## src/verilog/bsb_pkg.sv

```systemverilog
// Constants and carrier types for the downstream bus configuration registers
package bsb_pkg;

  // Register indices; byte address is four times the index
  localparam logic [7:0] IDX_LAST_BUS = 8'h1a;
  localparam logic [7:0] IDX_LATENCY = 8'h1b;
  localparam logic [7:0] IDX_IO_BOTTOM = 8'h1c;
  localparam logic [7:0] IDX_IO_TOP = 8'h1d;
  localparam logic [7:0] IDX_EVENTS = 8'h1e;
  localparam int IDX_SHIFT = 2;

  localparam logic [7:0] LAST_BUS_RESET = 8'h00;
  localparam logic [7:0] LATENCY_RESET = 8'h00;
  localparam logic [3:0] IO_NIBBLE_RESET = 4'h0;
  localparam logic [3:0] IO_DECODE_32BIT = 4'h1;
  localparam logic [15:0] EVENTS_FIXED = 16'h0280;
  localparam logic [15:0] EVENTS_FLAG_MASK = 16'hf900;
  localparam logic [15:0] EVENTS_RESET = 16'h0280;

  localparam int EV_PARITY_DETECTED = 15;
  localparam int EV_SYSTEM_ERROR = 14;
  localparam int EV_MASTER_ABORT = 13;
  localparam int EV_TARGET_ABORT_RX = 12;
  localparam int EV_TARGET_ABORT_TX = 11;
  localparam int EV_DATA_PARITY = 8;

  localparam logic [11:0] IO_LOW_ZEROS = 12'h000;
  localparam logic [11:0] IO_LOW_ONES = 12'hfff;
  localparam logic [7:0] LATENCY_MAX = 8'hff;

  localparam logic [1:0] HTRANS_NONSEQ = 2'h2;
  localparam logic [1:0] HTRANS_SEQ = 2'h3;
  localparam logic [31:0] RDATA_ZERO = 32'h0000_0000;

  typedef struct packed {
    logic valid;
    logic [7:0] bus;
  } bsb_cfg_req_type;

  typedef struct packed {
    logic type1_forward;
    logic type0_convert;
  } bsb_cfg_route_type;

  typedef struct packed {
    logic parity_detected;
    logic master_abort;
    logic target_abort_rx;
    logic target_abort_tx;
    logic bus_master;
  } bsb_events_type;

endpackage

```

## src/verilog/bsb_config_regs.sv

```systemverilog
// Downstream bus configuration registers with forwarding and latency logic
//
// Added by the designer: the AHB-Lite interface to the registers.
module bsb_config_regs #(
  parameter int ADDR_WIDTH = 32
) (
  // Clock and reset
  input wire logic clock,
  input wire logic nrst,
  // AHB-Lite slave
  input wire logic hsel,
  input wire logic [ADDR_WIDTH-1:0] haddr,
  input wire logic [1:0] htrans,
  input wire logic hwrite,
  input wire logic [2:0] hsize,
  input wire logic [31:0] hwdata,
  input wire logic hready,
  output logic hreadyout,
  output logic hresp,
  output logic [31:0] hrdata,
  // Bus numbers and window upper halves held elsewhere
  input wire logic [7:0] primary_bus_number,
  input wire logic [7:0] secondary_bus_number,
  input wire logic [15:0] io_base_upper,
  input wire logic [15:0] io_limit_upper,
  input wire logic parity_response_enable,
  // Type 1 configuration request from upstream
  input wire bsb_pkg::bsb_cfg_req_type cfg_req,
  output bsb_pkg::bsb_cfg_route_type cfg_route,
  // I/O address decode
  input wire logic [31:0] io_address,
  output logic io_window_hit,
  output logic [31:0] io_window_base,
  output logic [31:0] io_window_limit,
  // Downstream initiator
  input wire logic frame_start,
  input wire logic transfer_done,
  input wire logic other_master_request,
  output logic downstream_grant,
  output logic latency_terminate,
  // Downstream events and lines
  input wire bsb_pkg::bsb_events_type events,
  input wire logic downstream_system_error,
  input wire logic downstream_parity_error,
  output logic downstream_system_error_out,
  output logic downstream_system_error_oe
);

  initial begin
    if (ADDR_WIDTH < 8 + bsb_pkg::IDX_SHIFT) begin
      $error("bsb_config_regs: ADDR_WIDTH too small");
    end
  end

  // Register state
  logic [7:0] last_downstream_bus_number;
  logic [7:0] downstream_latency_limit;
  logic [3:0] io_bottom_nibble;
  logic [3:0] io_top_nibble;
  logic [15:0] event_flags;
  logic [7:0] latency_count;
  logic latency_active;
  logic wr_pending;
  logic [7:0] wr_index;
  logic [7:0] rd_index;
  logic rd_pending;

  // Bus decode
  wire addr_phase = hsel && hready &&
    (htrans == bsb_pkg::HTRANS_NONSEQ || htrans == bsb_pkg::HTRANS_SEQ);
  wire addr_aligned = haddr[bsb_pkg::IDX_SHIFT-1:0] == '0;
  wire [7:0] addr_index = haddr[bsb_pkg::IDX_SHIFT +: 8];
  wire upper_clear = (haddr >> (bsb_pkg::IDX_SHIFT + 8)) == '0;
  wire addr_mapped = addr_aligned && upper_clear;
  wire wr_last_bus = wr_pending && wr_index == bsb_pkg::IDX_LAST_BUS;
  wire wr_latency = wr_pending && wr_index == bsb_pkg::IDX_LATENCY;
  wire wr_io_bottom = wr_pending && wr_index == bsb_pkg::IDX_IO_BOTTOM;
  wire wr_io_top = wr_pending && wr_index == bsb_pkg::IDX_IO_TOP;
  wire wr_events = wr_pending && wr_index == bsb_pkg::IDX_EVENTS;

  // Read view of each register
  wire [7:0] io_bottom_view = {io_bottom_nibble,
    bsb_pkg::IO_DECODE_32BIT};
  wire [7:0] io_top_view = {io_top_nibble,
    bsb_pkg::IO_DECODE_32BIT};
  // Fixed bits 9 and 7, and zeros in 10 and 6-0, come from the constant
  wire [15:0] events_view = (event_flags & bsb_pkg::EVENTS_FLAG_MASK) |
    bsb_pkg::EVENTS_FIXED;

  function automatic logic [31:0] read_mux(input logic [7:0] idx);
    logic [31:0] value;
    value = bsb_pkg::RDATA_ZERO;
    case (idx)
      bsb_pkg::IDX_LAST_BUS: value[7:0] = last_downstream_bus_number;
      bsb_pkg::IDX_LATENCY: value[7:0] = downstream_latency_limit;
      bsb_pkg::IDX_IO_BOTTOM: value[7:0] = io_bottom_view;
      bsb_pkg::IDX_IO_TOP: value[7:0] = io_top_view;
      bsb_pkg::IDX_EVENTS: value[15:0] = events_view;
      default: value = bsb_pkg::RDATA_ZERO;
    endcase
    return value;
  endfunction

  // Zero wait states; a write lands before any following read phase
  assign hreadyout = 1'b1;
  assign hresp = 1'b0;
  assign hrdata = rd_pending ? read_mux(rd_index) : bsb_pkg::RDATA_ZERO;

  always_ff @(posedge clock or negedge nrst) begin
    if (!nrst) begin
      wr_pending <= 1'b0;
      rd_pending <= 1'b0;
      wr_index <= 8'h00;
      rd_index <= 8'h00;
    end else if (hready) begin
      wr_pending <= addr_phase && hwrite && addr_mapped;
      rd_pending <= addr_phase && !hwrite && addr_mapped;
      wr_index <= addr_index;
      rd_index <= addr_index;
    end
  end

  // Writable registers
  always_ff @(posedge clock or negedge nrst) begin
    if (!nrst) begin
      last_downstream_bus_number <= bsb_pkg::LAST_BUS_RESET;
      downstream_latency_limit <= bsb_pkg::LATENCY_RESET;
      io_bottom_nibble <= bsb_pkg::IO_NIBBLE_RESET;
      io_top_nibble <= bsb_pkg::IO_NIBBLE_RESET;
    end else begin
      if (wr_last_bus) begin
        last_downstream_bus_number <= hwdata[7:0];
      end
      if (wr_latency) begin
        downstream_latency_limit <= hwdata[7:0];
      end
      // Low nibble is never stored, so writes there are lost
      if (wr_io_bottom) begin
        io_bottom_nibble <= hwdata[7:4];
      end
      if (wr_io_top) begin
        io_top_nibble <= hwdata[7:4];
      end
    end
  end

  // Event flags: a new event in the clear cycle survives
  wire [15:0] clear_mask = wr_events ?
    (hwdata[15:0] & bsb_pkg::EVENTS_FLAG_MASK) : 16'h0000;
  logic [15:0] set_mask;
  always_comb begin
    set_mask = 16'h0000;
    set_mask[bsb_pkg::EV_PARITY_DETECTED] =
      events.parity_detected;
    set_mask[bsb_pkg::EV_SYSTEM_ERROR] = downstream_system_error;
    set_mask[bsb_pkg::EV_MASTER_ABORT] = events.master_abort;
    set_mask[bsb_pkg::EV_TARGET_ABORT_RX] = events.target_abort_rx;
    set_mask[bsb_pkg::EV_TARGET_ABORT_TX] = events.target_abort_tx;
    set_mask[bsb_pkg::EV_DATA_PARITY] = downstream_parity_error &&
      events.bus_master && parity_response_enable;
  end
  wire [15:0] next_event_flags = ((event_flags & ~clear_mask) | set_mask) &
    bsb_pkg::EVENTS_FLAG_MASK;

  always_ff @(posedge clock or negedge nrst) begin
    if (!nrst) begin
      event_flags <= bsb_pkg::EVENTS_RESET & bsb_pkg::EVENTS_FLAG_MASK;
    end else begin
      event_flags <= next_event_flags;
    end
  end

  // The bridge only listens to the system error line
  assign downstream_system_error_out = 1'b0;
  assign downstream_system_error_oe = 1'b0;

  // Configuration forwarding
  wire to_secondary = cfg_req.valid &&
    cfg_req.bus == secondary_bus_number;
  wire behind_bridge = cfg_req.valid &&
    cfg_req.bus >= secondary_bus_number &&
    cfg_req.bus <= last_downstream_bus_number;
  // A request for the primary bus itself is never taken downstream
  wire not_primary = cfg_req.bus != primary_bus_number;
  bsb_pkg::bsb_cfg_route_type next_cfg_route;
  assign next_cfg_route.type0_convert = to_secondary && not_primary;
  assign next_cfg_route.type1_forward = behind_bridge && !to_secondary &&
    not_primary;

  always_ff @(posedge clock or negedge nrst) begin
    if (!nrst) begin
      cfg_route <= '0;
    end else begin
      cfg_route <= next_cfg_route;
    end
  end

  // I/O window
  wire [31:0] next_io_base = {io_base_upper, io_bottom_nibble,
    bsb_pkg::IO_LOW_ZEROS};
  wire [31:0] next_io_limit = {io_limit_upper, io_top_nibble,
    bsb_pkg::IO_LOW_ONES};
  wire next_io_hit = io_address >= next_io_base &&
    io_address <= next_io_limit;

  always_ff @(posedge clock or negedge nrst) begin
    if (!nrst) begin
      io_window_base <= 32'h0000_0000;
      io_window_limit <= 32'h0000_0000;
      io_window_hit <= 1'b0;
    end else begin
      io_window_base <= next_io_base;
      io_window_limit <= next_io_limit;
      io_window_hit <= next_io_hit;
    end
  end

  // Internal grant and latency counting
  wire next_grant = !other_master_request;
  wire count_expired = latency_active &&
    latency_count >= downstream_latency_limit;
  // Saturating so a long transfer cannot wrap back under the limit
  wire [7:0] next_latency_count = frame_start ? 8'h00 :
    (latency_count == bsb_pkg::LATENCY_MAX) ? latency_count :
    latency_count + 8'h01;
  wire next_active = frame_start || (latency_active && !transfer_done);

  always_ff @(posedge clock or negedge nrst) begin
    if (!nrst) begin
      latency_count <= 8'h00;
      latency_active <= 1'b0;
      downstream_grant <= 1'b0;
      latency_terminate <= 1'b0;
    end else begin
      latency_count <= next_latency_count;
      latency_active <= next_active;
      downstream_grant <= next_grant;
      latency_terminate <= count_expired && !next_grant &&
        !transfer_done;
    end
  end

endmodule

```

## config.mk

```make
export PLATFORM = sky130hd
export DESIGN_NAME = bsb_config_regs
export DESIGN_NICKNAME = d
export VERILOG_FILES = /design/src/verilog/bsb_pkg.sv /design/src/verilog/bsb_config_regs.sv
export SDC_FILE = /design/constraint.sdc
export NUM_CORES = 1
export LEC_CHECK = 0
export BUFFER_PORTS_ARGS = -buffer_cell sky130_fd_sc_hd__buf_2
export CAP_MARGIN = 10
export CORE_AREA = 5 5 124 126
export CTS_CLUSTER_DIAMETER = 150
export DETAILED_ROUTE_END_ITERATION = 8
export DIE_AREA = 0 0 129 131
export HOLD_SLACK_MARGIN = 0.02
export MAX_ROUTING_LAYER = met4
export PLACE_DENSITY = 0.79
export SLEW_MARGIN = 5
export SYNTH_ARGS = -nofsm -noshare
export SYNTH_HDL_FRONTEND = slang
export SYNTH_SLANG_ARGS = --single-unit
```

## constraint.sdc

```tcl
create_clock -name clock -period 2.32 [get_ports clock]
set_clock_uncertainty 0.15 [all_clocks]
set_input_delay 0.348 -clock clock [delete_from_list [all_inputs] [get_ports clock]]
set_output_delay 0.348 -clock clock [all_outputs]
set_load 0.01 [all_outputs]
```

==> flow_summary_export.csv <==
group,metric,value,unit
die,die-height,131,µm
sta,maxSlewHeadroom,55.4,%
worst_setup_path,setup.worst_path.start,"rd_index[7]",
worst_setup_path,worstSetupPathType,"reg -> out",
synth,synthArstFlopShare,100,%
status,status,"finished, violations left",
synth,synthAdderAreaFrac,14.7,%
cts,clk_latency,0.33,ns
hold_path,hold_path.class,"in -> reg",
die,chipWidth,129,µm
die,rows,44,
worst_setup_path,r2r_cells,7,
power,leakage,0.00394,µW
synth,yosys_warnings,0,
detailed_routing,drc,0,
synth,ys_types,51,
sta,drv_slew,0,
global_route,gr-total-overflow,0,
sta,hold_violations,0,
synth,synth_xor_area_share,1.58,%
global_route,grt_usage,18.3,%
power,ir_drop,0.357,mV
cts,clock_tree.buffer_depth,2,
place,post-place-ws,-0.00562,ns
synth,syn_area,5530,µm²
detailed_routing,wl_per_cell,15.7,µm
place,portBuffers,223,
detailed_routing,via_per_inst,4.82,
final_layout,drive_gt1_share,37.5,%
final_layout,nets,1031,
detailed_routing,first_pass_iters,4,
final_layout,area_growth,36.2,%
synth,synth_compound_area_share,9.41,%
synth,synth-main-ff-cell,"dfrtp_1",
sta,setup_viol,15,
sta,max_freq,374,MHz
worst_setup_path,cp-end-kind,"output port",
sta,grt_setup_unrepaired,"true",
cts,htree_num_levels,3,
hold_path,hold_depth,2,
power,p_per_area,561,nW/µm²
synth,yosys_register_bits,95,
cts,root_buffer,"clkbuf_16",
sta,tightest_slew,0.666,ns
sta,post-route-period-util,115,%
detailed_routing,first_iter_violations,183,
cts,clock-sinks,95,
global_route,grt_pass1_vias,4713,
hold_path,hold_path_startpoint,"events[4]",
die,ioPinCount,279,
detailed_routing,finalWirelength,15400,µm
job,maxCapViolCount,0,
place,dp_hpwl,12200,µm
die,core-area,14200,µm²
place,gp_congestion,0.902,
synth,yosysMostFrequentCell,"dfrtp_1",
place,dp.cells,929,
worst_setup_path,rr_startpoint,"rd_index[7]",
cts,clk_pin_slew_worst_paths,0.06,ns
global_route,grt_first_pass_wirelength,23200,µm
synth,synth_area_per_cell,10.5,µm²
synth,synth_top_cell_by_area,"dfrtp_1",
worst_setup_path,critical_path_arrival,2.18,ns
synth,synth_edf_count,0,
global_route,grt_max_degree,39,
cts,cts_buffers,9,
synth,synth.top_cell.area_share,43.0,%
synth,yosys-top-cells-area,"dfrtp_1, ha_1, buf_4",
die,dieArea,16900,µm²
synth,postSynthCellCount,529,
worst_setup_path,start_kind,"flop",
synth,seq_area_frac_synth,43.0,%
global_route,antenna_found_initial,1,
final_layout,fin_cells,981,
sta,fin_setup_tns,-3.96,ns
sta,finalWorstSetupSlack,-0.354,ns
synth,yosys-top-cells-count,"dfrtp_1, inv_1, ha_1",
cts,cts_tree,"done",
synth,synth_top_family_by_area,"adder cells",
status,violations,"negative setup slack",
sta,period_minus_slack,2.67,ns
die,initial_utilization,39.0,%
synth,muxShareOfSynthArea,7.42,%
synth,yosys.area_share.simple,12.5,%
detailed_routing,via_count,4724,
worst_setup_path,worst-path-max-fanout,6,
detailed_routing,ant_nets,0,
worst_setup_path,required,1.82,ns
[worst paths after layout]
kind | end | slack [ns]
worst max-delay path | hrdata[4] | -0.35
worst min-delay path | event_flags[15] | 0.04
worst max register to register | io_bottom_nibble[0] | 0.13
worst min register to register | io_window_base[14] | 0.27
max in group asynchronous | latency_active | 0.88
min in group asynchronous | io_window_base[16] | 0.40
[through the flow]
| step | power [µW] | instance area, µm² | hold WS, ns | util (%) |
|---|---|---|---|---|
| 3_5_place_dp | 2440 | 6740 | 0.208 | 47.4 |
| 3_3_place_gp | 2420 | 6740 | 0.198 | 47.4 |
| 5_1_grt | 4430 | 7530 | 0.0217 | 53.0 |
| 6_report | 4230 | 7540 | 0.0352 | 53.1 |
| 4_1_cts | 4270 | 7480 | 0.0209 | 52.7 |
| 2_1_floorplan | 2170 | 5650 | -0.0976 | - |
[cells in the final DEF (no fill, tap or decap), types with 3 or more instances in the layout]
cell type and n:
bufinv_16 4, a22oi_1 5, nand3_1 7, ha_1 64, mux2_2 24, clkbuf_16 9, buf_4 12, nand4_1 20
nand2b_1 3, nor3_1 9, nor4_1 8, nor2b_1 4, a21o_1 11, dlygate4sd3_1 33, inv_1 70, mux2_4 8
nor2_1 17, a31oi_1 5, and2_1 5, xnor2_1 9, a21oi_1 23, a211oi_1 4, conb_1 34, o21ai_0 16
nand2_1 28, dfrtp_1 95, buf_6 5, buf_2 219
[logic make-up (layout without fill, tap and decap cells)]
logic type | count (synthesis) | in the layout
simple gates | 121 | 121
buf+inv | 120 | 354
flops | 95 | 95
compound gates | 82 | 82
fa+ha+maj | 65 | 65
mux | 34 | 34
xor+xnor | 10 | 10
other cells | 2 | 36
[report_power, final]
group | internal (µW) | leakage (µW) | switching, µW
Clock | 1150 | 0.000169 | 603
Combinational | 337 | 0.00264 | 353
Sequential | 1730 | 0.00114 | 50.8
Total | 3220 | 0.00394 | 1010
[layer usage]
layer | vias to the layer above | GRT usage, % | part of all wire (%) | wire [µm]
li1 | 2311 | - | - | -
met1 | 2203 | 21.9 | 41 | 6360
met2 | 166 | 29.1 | 49 | 7540
met3 | 44 | 3.46 | 5.7 | 879
met4 | 0 | 10.4 | 3.9 | 601
met5 | - | - | 0 | 0
[registers in the layout, summed over array words and instances, names as in the netlist, 2 cells and up]
register and cells:
cfg_route 2, downstream_latency_limit 8, event_flags 6, io_bottom_nibble 4, io_top_nibble 4, io_window_base 20
io_window_limit 21, last_downstream_bus_number 8, latency_count 8, rd_index 8
[worst max-delay path, stage by stage, from the launching register on]
cell and delay (ns):
dfrtp_1 0.37, nand4bb_4 0.24, or3_4 0.37, nor3b_4 0.25
buf_6 0.16, a22oi_1 0.08, a21oi_1 0.20, buf_2 0.18
[cell type report]
cell class              instances  area (µm²)
fillers                      1302        6670
multi-input cells             346        2720
flip-flops and latches         95        2380
repair buffers                270        1590
inverters                      70         263
well taps                     184         230
clock buffers                  10         229
clock inverters                 4         120
diodes                          2        5.00
[what timing repair did]
action / CTS / global route
cloned: 0 / 0
setup endpoints to repair: 15 / 20
pin swaps: 2 / 8
resized for setup: 10 / 10
hold endpoints to repair: 68 / 0
hold buffers: 33 / 0
setup buffers: 2 / 2
Note: power is estimated with default switching activity, not from simulation.
